==> src/inc/otc_pkg.sv <==
// Constants shared by the over-temperature threshold comparator.
// Assumes a 100 MHz system clock and an 8-bit register port.
package otc_pkg;

    // Register offsets (16-bit address space)
    localparam logic [15:0] ADDR_LIMIT = 16'hFE76;
    localparam logic [15:0] ADDR_STATUS = 16'hFF00;
    localparam logic [15:0] ADDR_MASK = 16'hFF01;
    localparam logic [15:0] ADDR_STATE = 16'hFF02;

    // Reset values
    localparam logic [7:0] LIMIT_RESET = 8'h00;
    localparam logic [2:0] STATUS_RESET = 3'h0;
    localparam logic [2:0] MASK_RESET = 3'h0;

    // Status and mask bit positions
    localparam int ST_RISE = 0;
    localparam int ST_FALL = 1;
    localparam int ST_BADLIM = 2;
    localparam int ST_W = 3;

    // State register bit positions
    localparam int SR_FLAG = 0;
    localparam int SR_RAW = 1;

    // Legal threshold code range for software
    localparam logic [7:0] LIMIT_MIN = 8'h02;
    localparam logic [7:0] LIMIT_MAX = 8'hF4;

    // Widths
    localparam int LIMIT_W = 8;
    localparam int CMP_W = 9;
    localparam int ADC_W_DEF = 12;

    // Debounce time
    localparam int CLK_HZ = 100_000_000;
    localparam int DEBOUNCE_MS = 100;
    localparam int DEBOUNCE_CYCLES = DEBOUNCE_MS * (CLK_HZ / 1000);

endpackage

==> src/inc/otc_det_if.sv <==
// Signals between the register top, the comparator and the debouncer.
// Assumes all three sit on the same system clock.
`timescale 1ns/100ps
interface otc_det_if;
    logic [7:0] limit;
    logic [8:0] reading9;
    logic overRaw;
    logic flag;
    logic rise;
    logic fall;
    logic [23:0] cnt;

    modport top (
        output limit,
        output reading9,
        input overRaw,
        input flag,
        input rise,
        input fall
    );
    modport cmp (
        input limit,
        input reading9,
        output overRaw
    );
    modport deb (
        input overRaw,
        output flag,
        output rise,
        output fall,
        output cnt
    );
endinterface

==> src/otc_compare.sv <==
// Threshold widening and magnitude compare, purely combinational.
// Assumes limit and reading come from flops on the system clock.
`timescale 1ns/100ps
module otc_compare (
    // Clock and reset, for the checks only
    input wire logic clk,
    input wire logic rstn,
    // Detector signals
    otc_det_if.cmp det
);

    logic [8:0] thr9;

    always_comb begin
        thr9 = {1'b0, det.limit};
        det.overRaw = thr9 > det.reading9;
    end

    ////////////////////////////////////////////////////////////////////////
    // Checks

    property p_topBitBlocks;
        @(posedge clk) disable iff (!rstn)
        det.reading9[8] |-> !det.overRaw;
    endproperty
    a_topBitBlocks: assert property (p_topBitBlocks)
        else $error("Raw condition set with reading above 255 codes");

    property p_overWhenBelow;
        @(posedge clk) disable iff (!rstn)
        (!det.reading9[8] && det.limit > det.reading9[7:0])
            |-> det.overRaw;
    endproperty
    a_overWhenBelow: assert property (p_overWhenBelow)
        else $error("Raw condition missing with reading below limit");

endmodule

==> src/otc_debounce.sv <==
// Debouncer: flag follows the raw condition only after it has
// disagreed with the flag for a full run of cycles.
// Assumes an asynchronous active-low reset and a clock enable.
`timescale 1ns/100ps
module otc_debounce #(
    parameter int COUNT = otc_pkg::DEBOUNCE_CYCLES
) (
    // Clock, reset, enable
    input wire logic clk,
    input wire logic rstn,
    input wire logic clkEn,
    // Detector signals
    otc_det_if.deb det
);

    if (COUNT < 1 || COUNT > 24'hFFFFFF) begin : g_chk
        $error("Debounce count out of range");
    end

    localparam logic [23:0] LAST = 24'(COUNT - 1);

    logic flag_reg, flag_next;
    logic [23:0] cnt_reg, cnt_next;

    // A single agreeing cycle restarts the run, so a noisy reading
    // near the threshold never toggles the flag.
    always_comb begin
        flag_next = flag_reg;
        cnt_next = cnt_reg;
        if (clkEn) begin
            if (det.overRaw == flag_reg) begin
                cnt_next = 24'h000000;
            end else if (cnt_reg == LAST) begin
                flag_next = det.overRaw;
                cnt_next = 24'h000000;
            end else begin
                cnt_next = cnt_reg + 24'h000001;
            end
        end
    end

    always_ff @(posedge clk or negedge rstn) begin
        if (!rstn) begin
            flag_reg <= 1'b0;
            cnt_reg <= 24'h000000;
        end else begin
            flag_reg <= flag_next;
            cnt_reg <= cnt_next;
        end
    end

    assign det.flag = flag_reg;
    assign det.cnt = cnt_reg;
    assign det.rise = flag_next && !flag_reg;
    assign det.fall = !flag_next && flag_reg;

    ////////////////////////////////////////////////////////////////////////
    // Checks

    property p_changeOnlyAfterRun;
        @(posedge clk) disable iff (!rstn)
        $changed(flag_reg) |-> $past(cnt_reg) == LAST
            && $past(det.overRaw) != $past(flag_reg) && $past(clkEn);
    endproperty
    a_changeOnlyAfterRun: assert property (p_changeOnlyAfterRun)
        else $error("Flag changed before the debounce run completed");

    property p_clearAfterRun;
        @(posedge clk) disable iff (!rstn)
        (flag_reg && !det.overRaw && clkEn && cnt_reg == LAST)
            |=> !flag_reg ##1 !flag_reg || det.overRaw;
    endproperty
    a_clearAfterRun: assert property (p_clearAfterRun)
        else $error("Flag not cleared after a full clear run");

    property p_clearAtReset;
        @(posedge clk) disable iff (!rstn)
        $rose(rstn) |-> !flag_reg;
    endproperty
    a_clearAtReset: assert property (p_clearAtReset)
        else $error("Flag not clear after reset");

    c_rise: cover property (@(posedge clk) disable iff (!rstn)
        $rose(flag_reg));
    c_fall: cover property (@(posedge clk) disable iff (!rstn)
        $fell(flag_reg));

endmodule

==> src/overtemp_threshold_compare.sv <==
// Top of the second-channel over-temperature comparator: register
// port, interrupt logic, reset synchroniser, comparator and debouncer.
// Assumes the ADC result and the register master share sys_clk.
//
// How it works
// Threshold is zero above eight programmed bits.
// Compare against upper nine ADC result bits.
// Flag sets when threshold exceeds the reading.
// Flag changes only after 100 ms steady.
// Each code is 3.125 mV, 256 codes.
// Software keeps threshold codes within 2 to 244.
// Flag clears after debounced recovery; reset clears it.
//
// Local design decision: the strobed register port.
`timescale 1ns/100ps
module overtemp_threshold_compare #(
    parameter int ADC_W = otc_pkg::ADC_W_DEF,
    parameter int DEBOUNCE_CYCLES = otc_pkg::DEBOUNCE_CYCLES
) (
    // Clock, reset, enable
    input wire logic sys_clk,
    input wire logic resetn,
    input wire logic clkEn,
    // Temperature sense result
    input wire logic [ADC_W-1:0] tempSenseTwo,
    // Register port
    input wire logic [15:0] regAddr,
    input wire logic [7:0] regWrData,
    input wire logic regWrStb,
    input wire logic regRdStb,
    output logic [7:0] regRdData,
    // Fault and interrupt outputs
    output logic overtempProtectTwo,
    output logic irq
);

    if (ADC_W < otc_pkg::CMP_W) begin : g_chk
        $error("ADC result narrower than the compare width");
    end

    function automatic logic hit(input logic [15:0] a,
                                 input logic [15:0] off);
        hit = (a == off);
    endfunction

    ////////////////////////////////////////////////////////////////////////
    // Reset synchroniser; runs regardless of clkEn so a held-off
    // enable can never hold the design in reset.

    logic rstMeta_reg, rstn;

    always_ff @(posedge sys_clk or negedge resetn) begin
        if (!resetn) begin
            rstMeta_reg <= 1'b0;
            rstn <= 1'b0;
        end else begin
            rstMeta_reg <= 1'b1;
            rstn <= rstMeta_reg;
        end
    end

    ////////////////////////////////////////////////////////////////////////
    // Detector

    otc_det_if det ();

    logic [7:0] limit_reg, limit_next;

    assign det.limit = limit_reg;
    assign det.reading9 = tempSenseTwo[ADC_W-1 -: otc_pkg::CMP_W];

    otc_compare u_cmp (
        .clk(sys_clk),
        .rstn(rstn),
        .det(det)
    );

    otc_debounce #(
        .COUNT(DEBOUNCE_CYCLES)
    ) u_deb (
        .clk(sys_clk),
        .rstn(rstn),
        .clkEn(clkEn),
        .det(det)
    );

    assign overtempProtectTwo = det.flag;

    ////////////////////////////////////////////////////////////////////////
    // Registers

    logic [2:0] status_reg, status_next;
    logic [2:0] mask_reg, mask_next;
    logic [7:0] rdData_reg, rdData_next;
    logic wrEn, rdEn, badLimit;
    logic [2:0] events, rdClear;

    always_comb begin
        wrEn = regWrStb && clkEn;
        rdEn = regRdStb && clkEn;
        // The device cannot stop a bad code; it only reports it
        badLimit = wrEn && hit(regAddr, otc_pkg::ADDR_LIMIT)
            && (regWrData < otc_pkg::LIMIT_MIN
                || regWrData > otc_pkg::LIMIT_MAX);
        events = 3'h0;
        events[otc_pkg::ST_RISE] = det.rise && clkEn;
        events[otc_pkg::ST_FALL] = det.fall && clkEn;
        events[otc_pkg::ST_BADLIM] = badLimit;
        rdClear = (rdEn && hit(regAddr, otc_pkg::ADDR_STATUS))
            ? status_reg : 3'h0;

        limit_next = limit_reg;
        mask_next = mask_reg;
        if (wrEn && hit(regAddr, otc_pkg::ADDR_LIMIT)) begin
            limit_next = regWrData;
        end
        if (wrEn && hit(regAddr, otc_pkg::ADDR_MASK)) begin
            mask_next = regWrData[otc_pkg::ST_W-1:0];
        end

        // Set wins over the read clear in the same cycle
        status_next = (status_reg & ~rdClear) | events;

        rdData_next = 8'h00;
        if (rdEn) begin
            case (regAddr)
                otc_pkg::ADDR_LIMIT: rdData_next = limit_reg;
                otc_pkg::ADDR_STATUS: rdData_next = {5'h00, status_reg};
                otc_pkg::ADDR_MASK: rdData_next = {5'h00, mask_reg};
                otc_pkg::ADDR_STATE: begin
                    rdData_next[otc_pkg::SR_FLAG] = det.flag;
                    rdData_next[otc_pkg::SR_RAW] = det.overRaw;
                end
                default: rdData_next = 8'h00;
            endcase
        end
    end

    always_ff @(posedge sys_clk or negedge rstn) begin
        if (!rstn) begin
            limit_reg <= otc_pkg::LIMIT_RESET;
            mask_reg <= otc_pkg::MASK_RESET;
            status_reg <= otc_pkg::STATUS_RESET;
            rdData_reg <= 8'h00;
        end else if (clkEn) begin
            limit_reg <= limit_next;
            mask_reg <= mask_next;
            status_reg <= status_next;
            rdData_reg <= rdData_next;
        end
    end

    assign regRdData = rdData_reg;
    assign irq = |(status_reg & mask_reg);

    ////////////////////////////////////////////////////////////////////////
    // Checks

    property p_limitStore;
        @(posedge sys_clk) disable iff (!rstn)
        (wrEn && regAddr == otc_pkg::ADDR_LIMIT)
            |=> limit_reg == $past(regWrData);
    endproperty
    a_limitStore: assert property (p_limitStore)
        else $error("Threshold code not stored as written");

    property p_readLimit;
        @(posedge sys_clk) disable iff (!rstn)
        (rdEn && regAddr == otc_pkg::ADDR_LIMIT)
            |=> regRdData == $past(limit_reg) ##1 regRdData == 8'h00
                || $past(rdEn);
    endproperty
    a_readLimit: assert property (p_readLimit)
        else $error("Threshold read data wrong or held too long");

    property p_compareSource;
        @(posedge sys_clk) disable iff (!rstn)
        (tempSenseTwo[ADC_W-1] == 1'b0
            && {1'b0, limit_reg} > tempSenseTwo[ADC_W-1 -: 9])
            |-> det.overRaw;
    endproperty
    a_compareSource: assert property (p_compareSource)
        else $error("Compare not taken from the upper nine bits");

    property p_riseSticky;
        @(posedge sys_clk) disable iff (!rstn)
        (det.rise && clkEn) |=> status_reg[otc_pkg::ST_RISE]
            && overtempProtectTwo;
    endproperty
    a_riseSticky: assert property (p_riseSticky)
        else $error("Rise of the flag not recorded in status");

    property p_fallSticky;
        @(posedge sys_clk) disable iff (!rstn)
        (det.fall && clkEn) |=> status_reg[otc_pkg::ST_FALL]
            && !overtempProtectTwo;
    endproperty
    a_fallSticky: assert property (p_fallSticky)
        else $error("Fall of the flag not recorded in status");

    property p_badLimitSticky;
        @(posedge sys_clk) disable iff (!rstn)
        badLimit |=> status_reg[otc_pkg::ST_BADLIM];
    endproperty
    a_badLimitSticky: assert property (p_badLimitSticky)
        else $error("Out-of-range threshold write not recorded");

    property p_goodLimitQuiet;
        @(posedge sys_clk) disable iff (!rstn)
        (wrEn && regAddr == otc_pkg::ADDR_LIMIT
            && regWrData >= otc_pkg::LIMIT_MIN
            && regWrData <= otc_pkg::LIMIT_MAX) |-> !badLimit;
    endproperty
    a_goodLimitQuiet: assert property (p_goodLimitQuiet)
        else $error("Legal threshold code reported as out of range");

    property p_statusRead;
        @(posedge sys_clk) disable iff (!rstn)
        (rdEn && regAddr == otc_pkg::ADDR_STATUS)
            |=> regRdData == {5'h00, $past(status_reg)};
    endproperty
    a_statusRead: assert property (p_statusRead)
        else $error("Status read data wrong");

    property p_statusClear;
        @(posedge sys_clk) disable iff (!rstn)
        (rdEn && regAddr == otc_pkg::ADDR_STATUS && events == 3'h0)
            |=> status_reg == 3'h0;
    endproperty
    a_statusClear: assert property (p_statusClear)
        else $error("Status bits not cleared by their read");

    property p_maskStore;
        @(posedge sys_clk) disable iff (!rstn)
        (wrEn && regAddr == otc_pkg::ADDR_MASK)
            |=> mask_reg == $past(regWrData[otc_pkg::ST_W-1:0]);
    endproperty
    a_maskStore: assert property (p_maskStore)
        else $error("Mask not stored as written");

    property p_maskRead;
        @(posedge sys_clk) disable iff (!rstn)
        (rdEn && regAddr == otc_pkg::ADDR_MASK)
            |=> regRdData == {5'h00, $past(mask_reg)};
    endproperty
    a_maskRead: assert property (p_maskRead)
        else $error("Mask read data wrong");

    property p_stateRead;
        @(posedge sys_clk) disable iff (!rstn)
        (rdEn && regAddr == otc_pkg::ADDR_STATE)
            |=> regRdData == {6'h00, $past(det.overRaw),
                $past(overtempProtectTwo)};
    endproperty
    a_stateRead: assert property (p_stateRead)
        else $error("State read data wrong");

    property p_unmappedRead;
        @(posedge sys_clk) disable iff (!rstn)
        (rdEn && regAddr != otc_pkg::ADDR_LIMIT
            && regAddr != otc_pkg::ADDR_STATUS
            && regAddr != otc_pkg::ADDR_MASK
            && regAddr != otc_pkg::ADDR_STATE) |=> regRdData == 8'h00;
    endproperty
    a_unmappedRead: assert property (p_unmappedRead)
        else $error("Unmapped address read not zero");

    property p_rdDataIdle;
        @(posedge sys_clk) disable iff (!rstn)
        (!regRdStb && clkEn) |=> regRdData == 8'h00;
    endproperty
    a_rdDataIdle: assert property (p_rdDataIdle)
        else $error("Read data held past its cycle");

    // Nothing but the reset synchroniser and the raw compare moves while the enable is low, the debounce run included
    property p_frozenWhenOff;
        @(posedge sys_clk) disable iff (!rstn)
        !clkEn |=> $stable(limit_reg) && $stable(mask_reg)
            && $stable(status_reg) && $stable(det.cnt)
            && $stable(overtempProtectTwo);
    endproperty
    a_frozenWhenOff: assert property (p_frozenWhenOff)
        else $error("State changed while the clock enable was low");

    property p_cntBelowRun;
        @(posedge sys_clk) disable iff (!rstn)
        int'(det.cnt) < DEBOUNCE_CYCLES;
    endproperty
    a_cntBelowRun: assert property (p_cntBelowRun)
        else $error("Debounce count ran past its end");

    property p_riseNeedsRaw;
        @(posedge sys_clk) disable iff (!rstn)
        det.rise |-> det.overRaw;
    endproperty
    a_riseNeedsRaw: assert property (p_riseNeedsRaw)
        else $error("Flag rising with no raw condition");

    c_badLimit: cover property (@(posedge sys_clk) disable iff (!rstn)
        badLimit);
    c_irq: cover property (@(posedge sys_clk) disable iff (!rstn)
        $rose(irq));
    c_frozen: cover property (@(posedge sys_clk) disable iff (!rstn)
        !clkEn && det.overRaw && !det.flag);

endmodule

==> config.mk <==
export PLATFORM = sky130hd
export DESIGN_NAME = overtemp_threshold_compare
export DESIGN_NICKNAME = d
export VERILOG_FILES = /design/src/inc/otc_pkg.sv /design/src/inc/otc_det_if.sv /design/src/otc_compare.sv /design/src/otc_debounce.sv /design/src/overtemp_threshold_compare.sv
export SDC_FILE = /design/constraint.sdc
export NUM_CORES = 1
export LEC_CHECK = 0
export BUFFER_PORTS_ARGS = -buffer_cell sky130_fd_sc_hd__buf_2
export CORE_MARGIN = 4
export CORE_UTILIZATION = 30
export CTS_CLUSTER_SIZE = 25
export DETAILED_ROUTE_END_ITERATION = 10
export PLACE_DENSITY = 0.58
export REMOVE_ABC_BUFFERS = 1
export SYNTH_ARGS = -nofsm -noshare
export SYNTH_HDL_FRONTEND = slang
export SYNTH_SLANG_ARGS = --single-unit
==> constraint.sdc <==
create_clock -name sys_clk -period 1.95 [get_ports sys_clk]
set_clock_uncertainty 0.1 [all_clocks]
set_input_delay 0.39 -clock sys_clk [delete_from_list [all_inputs] [get_ports sys_clk]]
set_output_delay 0.39 -clock sys_clk [all_outputs]
set_load 0.005 [all_outputs]
# Yosys cells after proc, flatten, opt, wreduce, memory -nomap -nowiden

Cells that the tools add are included.

Logic and storage cells: 47
Output and inout bits: 10
Register bits: 49
Input port bits: 41

Add/subtract/negate cells: 1
Magnitude comparators: 3
Mux-type cells: 9
Equality and inequality tests: 6
Reduce and logical (&&, ||, !) cells: 16
Bitwise operators: 4

Operators by type and width:

| cell                                                       | count |
|---|---|
| == test 16 bit, second input constant                      | 4 |
| 2-to-1 mux 24 bit                                          | 2 |
| adder 24 x 1 -> 24 bit, second input constant              | 1 |
| == test 24 bit, second input constant                      | 1 |
| one-hot mux 6 bit (3 select lines)                         | 1 |
| logical AND 1 bit                                          | 10 |
| > comparator 8 x 9 -> 1 bit                                | 1 |
| > comparator 8 bit, second input constant                  | 1 |
| less-than comparator 8 x 2 -> 1 bit, second input constant | 1 |
| 2-to-1 mux 8 bit                                           | 1 |
| one-hot mux 2 bit (4 select lines)                         | 1 |
| AND 3 bit                                                  | 2 |
| AND reduction 2 bit                                        | 2 |
| 2-to-1 mux 1 bit                                           | 3 |
| 2-to-1 mux 3 bit                                           | 1 |
| inverter 3 bit                                             | 1 |
| OR 3 bit                                                   | 1 |
| OR reduction 3 bit                                         | 1 |
| logical NOT 1 bit                                          | 2 |
| == test 1 bit                                              | 1 |
| logical OR 1 bit                                           | 1 |

# Longest topological paths before layout

Word-level depth: 8
Gate-level depth with buffers: 9

# Cells and area by module

Synthesis repeated with hierarchy kept, for this count alone.

Cell total of the unflattened synthesis: 282
Area, all modules: 2,844.0 um^2

By module, submodules not included:

| module                     | instances | sequential area each (um^2) | cells an instance | area an instance (um^2) |
|---|---|---|---|---|
| otc_debounce               | 1         | 625.6                       | 157               | 1,441.4 |
| overtemp_threshold_compare | 1         | 600.6                       | 95                | 1,186.1 |
| otc_compare                | 1         | 0.0                         | 30                | 216.5 |

# Worst setup path after synthesis

Ideal clock, no wire load.

Path type: input port to flip-flop
From: input port tempSenseTwo[9]
To: register u_deb.cnt_reg[9] (netlist: u_deb.det.cnt[9])
Data required time: 1.763 ns
Data arrival time: 2.048 ns
Path slack: -0.285 ns
Stages: 9
Cells stage by stage: inv_1 -> ha_1 -> a211oi_2 -> nor3_1 -> mux2_2 -> a211oi_4 -> buf_6 -> o21bai_1 -> a22oi_1

Cells in the longest elaborated chain, start to end: 3

Ends and longest elaborated chain:

| element                     | line                             | source |
|---|---|---|
| start: declaration          | overtemp_threshold_compare.sv:25 | `input wire logic [ADC_W-1:0] tempSenseTwo,` |
| > comparator 8 x 9 -> 1 bit | otc_compare.sv:16                | `det.overRaw = thr9 > det.reading9;` |
| == test 1 bit               | otc_debounce.sv:31               | `if (det.overRaw == flag_reg) begin` |
| 2-to-1 mux 24 bit           | otc_debounce.sv:31               |  |
| end signal: assignment      | otc_debounce.sv:48               | `cnt_reg <= cnt_next;` |
| end: declaration            | otc_debounce.sv:23               | `logic [23:0] cnt_reg, cnt_next;` |

Every way passes these cells.
A chain may end at the register's enable or synchronous reset.

# Worst setup path in the final report

From: register limit_reg[6] (netlist: det.limit[6])
To: register u_deb.cnt_reg[13] (netlist: u_deb.det.cnt[13])

Cells in the longest elaborated chain, start to end: 3

Ends and longest elaborated chain:

| element                     | line                              | source |
|---|---|---|
| start: declaration          | overtemp_threshold_compare.sv:67  | `logic [7:0] limit_reg, limit_next;` |
| start signal: assignment    | overtemp_threshold_compare.sv:141 | `limit_reg <= otc_pkg::LIMIT_RESET;` |
| start signal: assignment    | overtemp_threshold_compare.sv:146 | `limit_reg <= limit_next;` |
| > comparator 8 x 9 -> 1 bit | otc_compare.sv:16                 |  |
| == test 1 bit               | otc_debounce.sv:31                |  |
| 2-to-1 mux 24 bit           | otc_debounce.sv:31                |  |

Every way passes these cells.

==> impl_results.md <==
- Adder-cell share of the synthesized area: 0.0367
- Maximum VDD drop: 267 uV
- Status: finished, violations left
- Distinct cells, synth: 49
- DP Wirelength: 6480 um
- DRC: 0
- Reg clk slew, reported paths: 0.10 ns
- Critical Path AT: 2.43 ns
- Synth Instances: 332
- TritonCTS clock tree: done
- Routed WL per cell: 15.3 um
- RSZ-0062 raised after global routing: true
- XOR/XNOR share of the synthesized area: 0
- Final GP Congestion: 0.873
- Max reg flops: 24
- Avg Cell Area, Syn: 9.23 um^2
- Vias in the first global route: 3,062
- Sink Count: 49
- P_leak: 2.01 nW
- Mux contribution to synthesized area: 0.0608
- Antenna violations before repair: 0
- Synth Register Bits: 49
- Antenna viol nets, final: 0
- Buffers added on ports: 47
- Final setup margin: -0.377 ns
- Main synth FF type: dfrtp_1
- Post-synthesis simple-gate area fraction: 0.233
- Routed WL: 8910 um
- Worst Hold Class: flop to asynchronous set/reset pin
- Vias post-DR: 3,069
- Worst Setup Start Kind: flop
- Die height: 109 um
- # IOs: 51
- Final hold viol count: 0
- GR Util All Layers: 0.154
- Violated checks: setup timing
- Core Box Area: 9860 um^2
- Pin count of the biggest net entering global routing: 31
- Clk_lat worst skew: 0.31 ns
- Setup TNS: -7.73 ns
- Seq/Total Area, Yosys: 0.400
- Clock buffer depth: 2
- Power density over the cells: 513 nW/um^2
- CP required: 2.05 ns
- Die area: 11,900 um^2
- Ratio of cells with drive above 1 in the final layout: 0.345
- Num CTS Buffers: 5
- Fin. max-slew vios: 0
- Dpl ws: -0.469 ns
- H-tree Lvls: 2
- GRT overflow: 0
- Initial core utilization: 0.311
- Fill count: 930
- Via density: 5.27
- CP max FO: 19
- Initial DRT Pass Iterations: 5
- EDFF count, synth: 0
- Layout area overhead: 40.1%
- Syn Std Cell Area: 3060 um^2
- Period minus WS final: 2.33 ns
- Starting DRT DRC Count: 276
- Max_cap viols: 0
- R2r worst-path depth: 8
- Critical path class: flop to flop
- Largest family of logic cells by synthesized area: simple AND/OR/NAND/NOR gates
- Post-synthesis async set-or-reset flop share: 1.00
- Compound-Gate Fraction of Synth Area: 0.212
- First-pass GRT wire length: 14,700 um
- Achievable Freq: 0.430 GHz
- Final nets: 498
- Period utilization: 1.19
- YS warnings: 0
- Clock Root Buffer: clkbuf_8
- Row count: 36
- CP endpoint kind: flop
- Die width: 109 um
- Final setup viols: 28
- Number of inserted diodes: 0
==> layout by cell type (no fill, tap or decap), types with 3 or more instances in the layout <==
cell type  netlist  routed
inv_1           28      28
o21bai_1        10      10
and3_1           7       7
mux2_1          10      10
dfrtp_1         49      48
buf_2            5      47
mux2i_1          4       4
a21oi_1          4       3
a22oi_1         14      12
nand4b_1         3       3
nand4_1         10      10
buf_12           0       3
and4_1           5       5
nand3_1         12      11
ha_1             9       8
o21ai_1         10      10
nor3_1          10      10
buf_6            2      12
nand2_1         25      24
clkbuf_8         0       5
o211ai_1        21      21
nor4b_1          6       5
buf_4            0      58
nor2_1          33      31
a22o_1           5       5
o2bb2ai_1        5       4
==> metrics by stage <==
step                      hold slack (ns)  cell area (um^2)  power, mW   util  instances
final                               0.106              4290       2.20  0.435        582
after global routing                0.162              4290       2.31  0.435        582
after CTS                           0.134              4180       2.22  0.424        577
after detailed placement           0.0814              3900       1.33  0.396        562
after global placement             0.0761              3900       1.32  0.396        562
after floorplan                  -0.00559              3000       1.18      -        320
==> cells in the mapped netlist (2+ instances only) <==
cell type,instances,share of area
o21bai_1,10,0.024
o211ai_1,21,0.051
o2111ai_1,2,0.0057
nor4b_1,6,0.017
o311a_1,2,0.0065
and3_1,7,0.014
o2bb2ai_1,5,0.014
mux2_1,10,0.037
nand4_1,10,0.020
ha_1,9,0.037
nand2_1,25,0.031
nor3_1,10,0.016
nand4b_1,3,0.0086
mux2i_1,4,0.013
a21oi_1,4,0.0065
and4b_1,2,0.0065
o21ai_1,10,0.016
inv_1,28,0.034
nor3b_1,2,0.0049
mux2_2,3,0.011
a222oi_1,2,0.0065
or3_1,2,0.0041
buf_2,5,0.0082
nand3_1,12,0.020
nor4_1,2,0.0041
nor2_1,33,0.040
and4_1,5,0.014
o21ai_0,5,0.0082
a22oi_1,14,0.034
clkbuf_1,5,0.0061
a22o_1,5,0.014
buf_6,2,0.0073
dfrtp_1,49,0.40
o22ai_1,3,0.0061
==> critical path, stage by stage, from the launching register on <==
cell,delay [ns]
dfrtp_1,0.42
ha_4,0.28
a211oi_2,0.06
or3_1,0.37
nand4b_1,0.23
a211oi_4,0.11
buf_12,0.17
o311a_1,0.32
o21bai_1,0.15
==> routing by layer <==
metal / vias to the layer above / GRT usage / part of all wire
met4: 0 / 0.0487 / 0.012
met1: 1472 / 0.210 / 0.47
li1: 1477 / - / -
met2: 108 / 0.246 / 0.47
met3: 12 / 0.0284 / 0.048
met5: - / 0 / 0
==> area by class of cell <==
cell class / count / area (um^2) / share of cell area
repair buffers: 121 / 876 / 0.204
well taps: 133 / 166 / 0.0388
clock buffers: 5 / 68.8 / 0.0160
clock inverters: 3 / 65.1 / 0.0152
flip-flops and latches: 49 / 1230 / 0.286
inverters: 28 / 105 / 0.0245
multi-input cells: 243 / 1790 / 0.416
==> final timing paths <==
path | from | to | slack [ns]
max in group asynchronous | rstn$_DFF_PN0_ | u_deb.det.cnt[12]$_DFFE_PN0P_ | 1.12
min reg2reg | rstn$_DFF_PN0_ | mask_reg[2]$_DFFE_PN0P_ | 0.11
min | rstn$_DFF_PN0_ | mask_reg[2]$_DFFE_PN0P_ | 0.11
min in group sys_clk | regWrData[4] | det.limit[4]$_DFFE_PN0P_ | 0.22
max reg2reg | det.limit[6]$_DFFE_PN0P_ | u_deb.det.cnt[13]$_DFFE_PN0P_ | -0.38
max | det.limit[6]$_DFFE_PN0P_ | u_deb.det.cnt[13]$_DFFE_PN0P_ | -0.38
==> cells by family after synthesis <==
family | after synthesis
and+or+nand+nor | 128
AOI/OAI and AO/OA | 88
DFF | 49
buffers and inverters | 40
muxes | 17
adders and majority gates | 9
other | 1
==> what timing repair did <==
action	4_1_cts	5_1_grt
resized for setup	17	27
endpoints found under the setup margin	28	33
setup buffers	5	4
hold buffers	1	0
gates cloned	1	2
pin swaps	25	15
endpoints found under the hold margin	2	0
==> where the power goes <==
part | leakage (nW) | internal [mW] | switching, mW
combinational | 1.26 | 0.118 | 0.139
clock | 0.0681 | 0.510 | 0.372
sequential | 0.673 | 1.04 | 0.0220
total | 2.01 | 1.67 | 0.533
(Power assumes the default switching activity.)
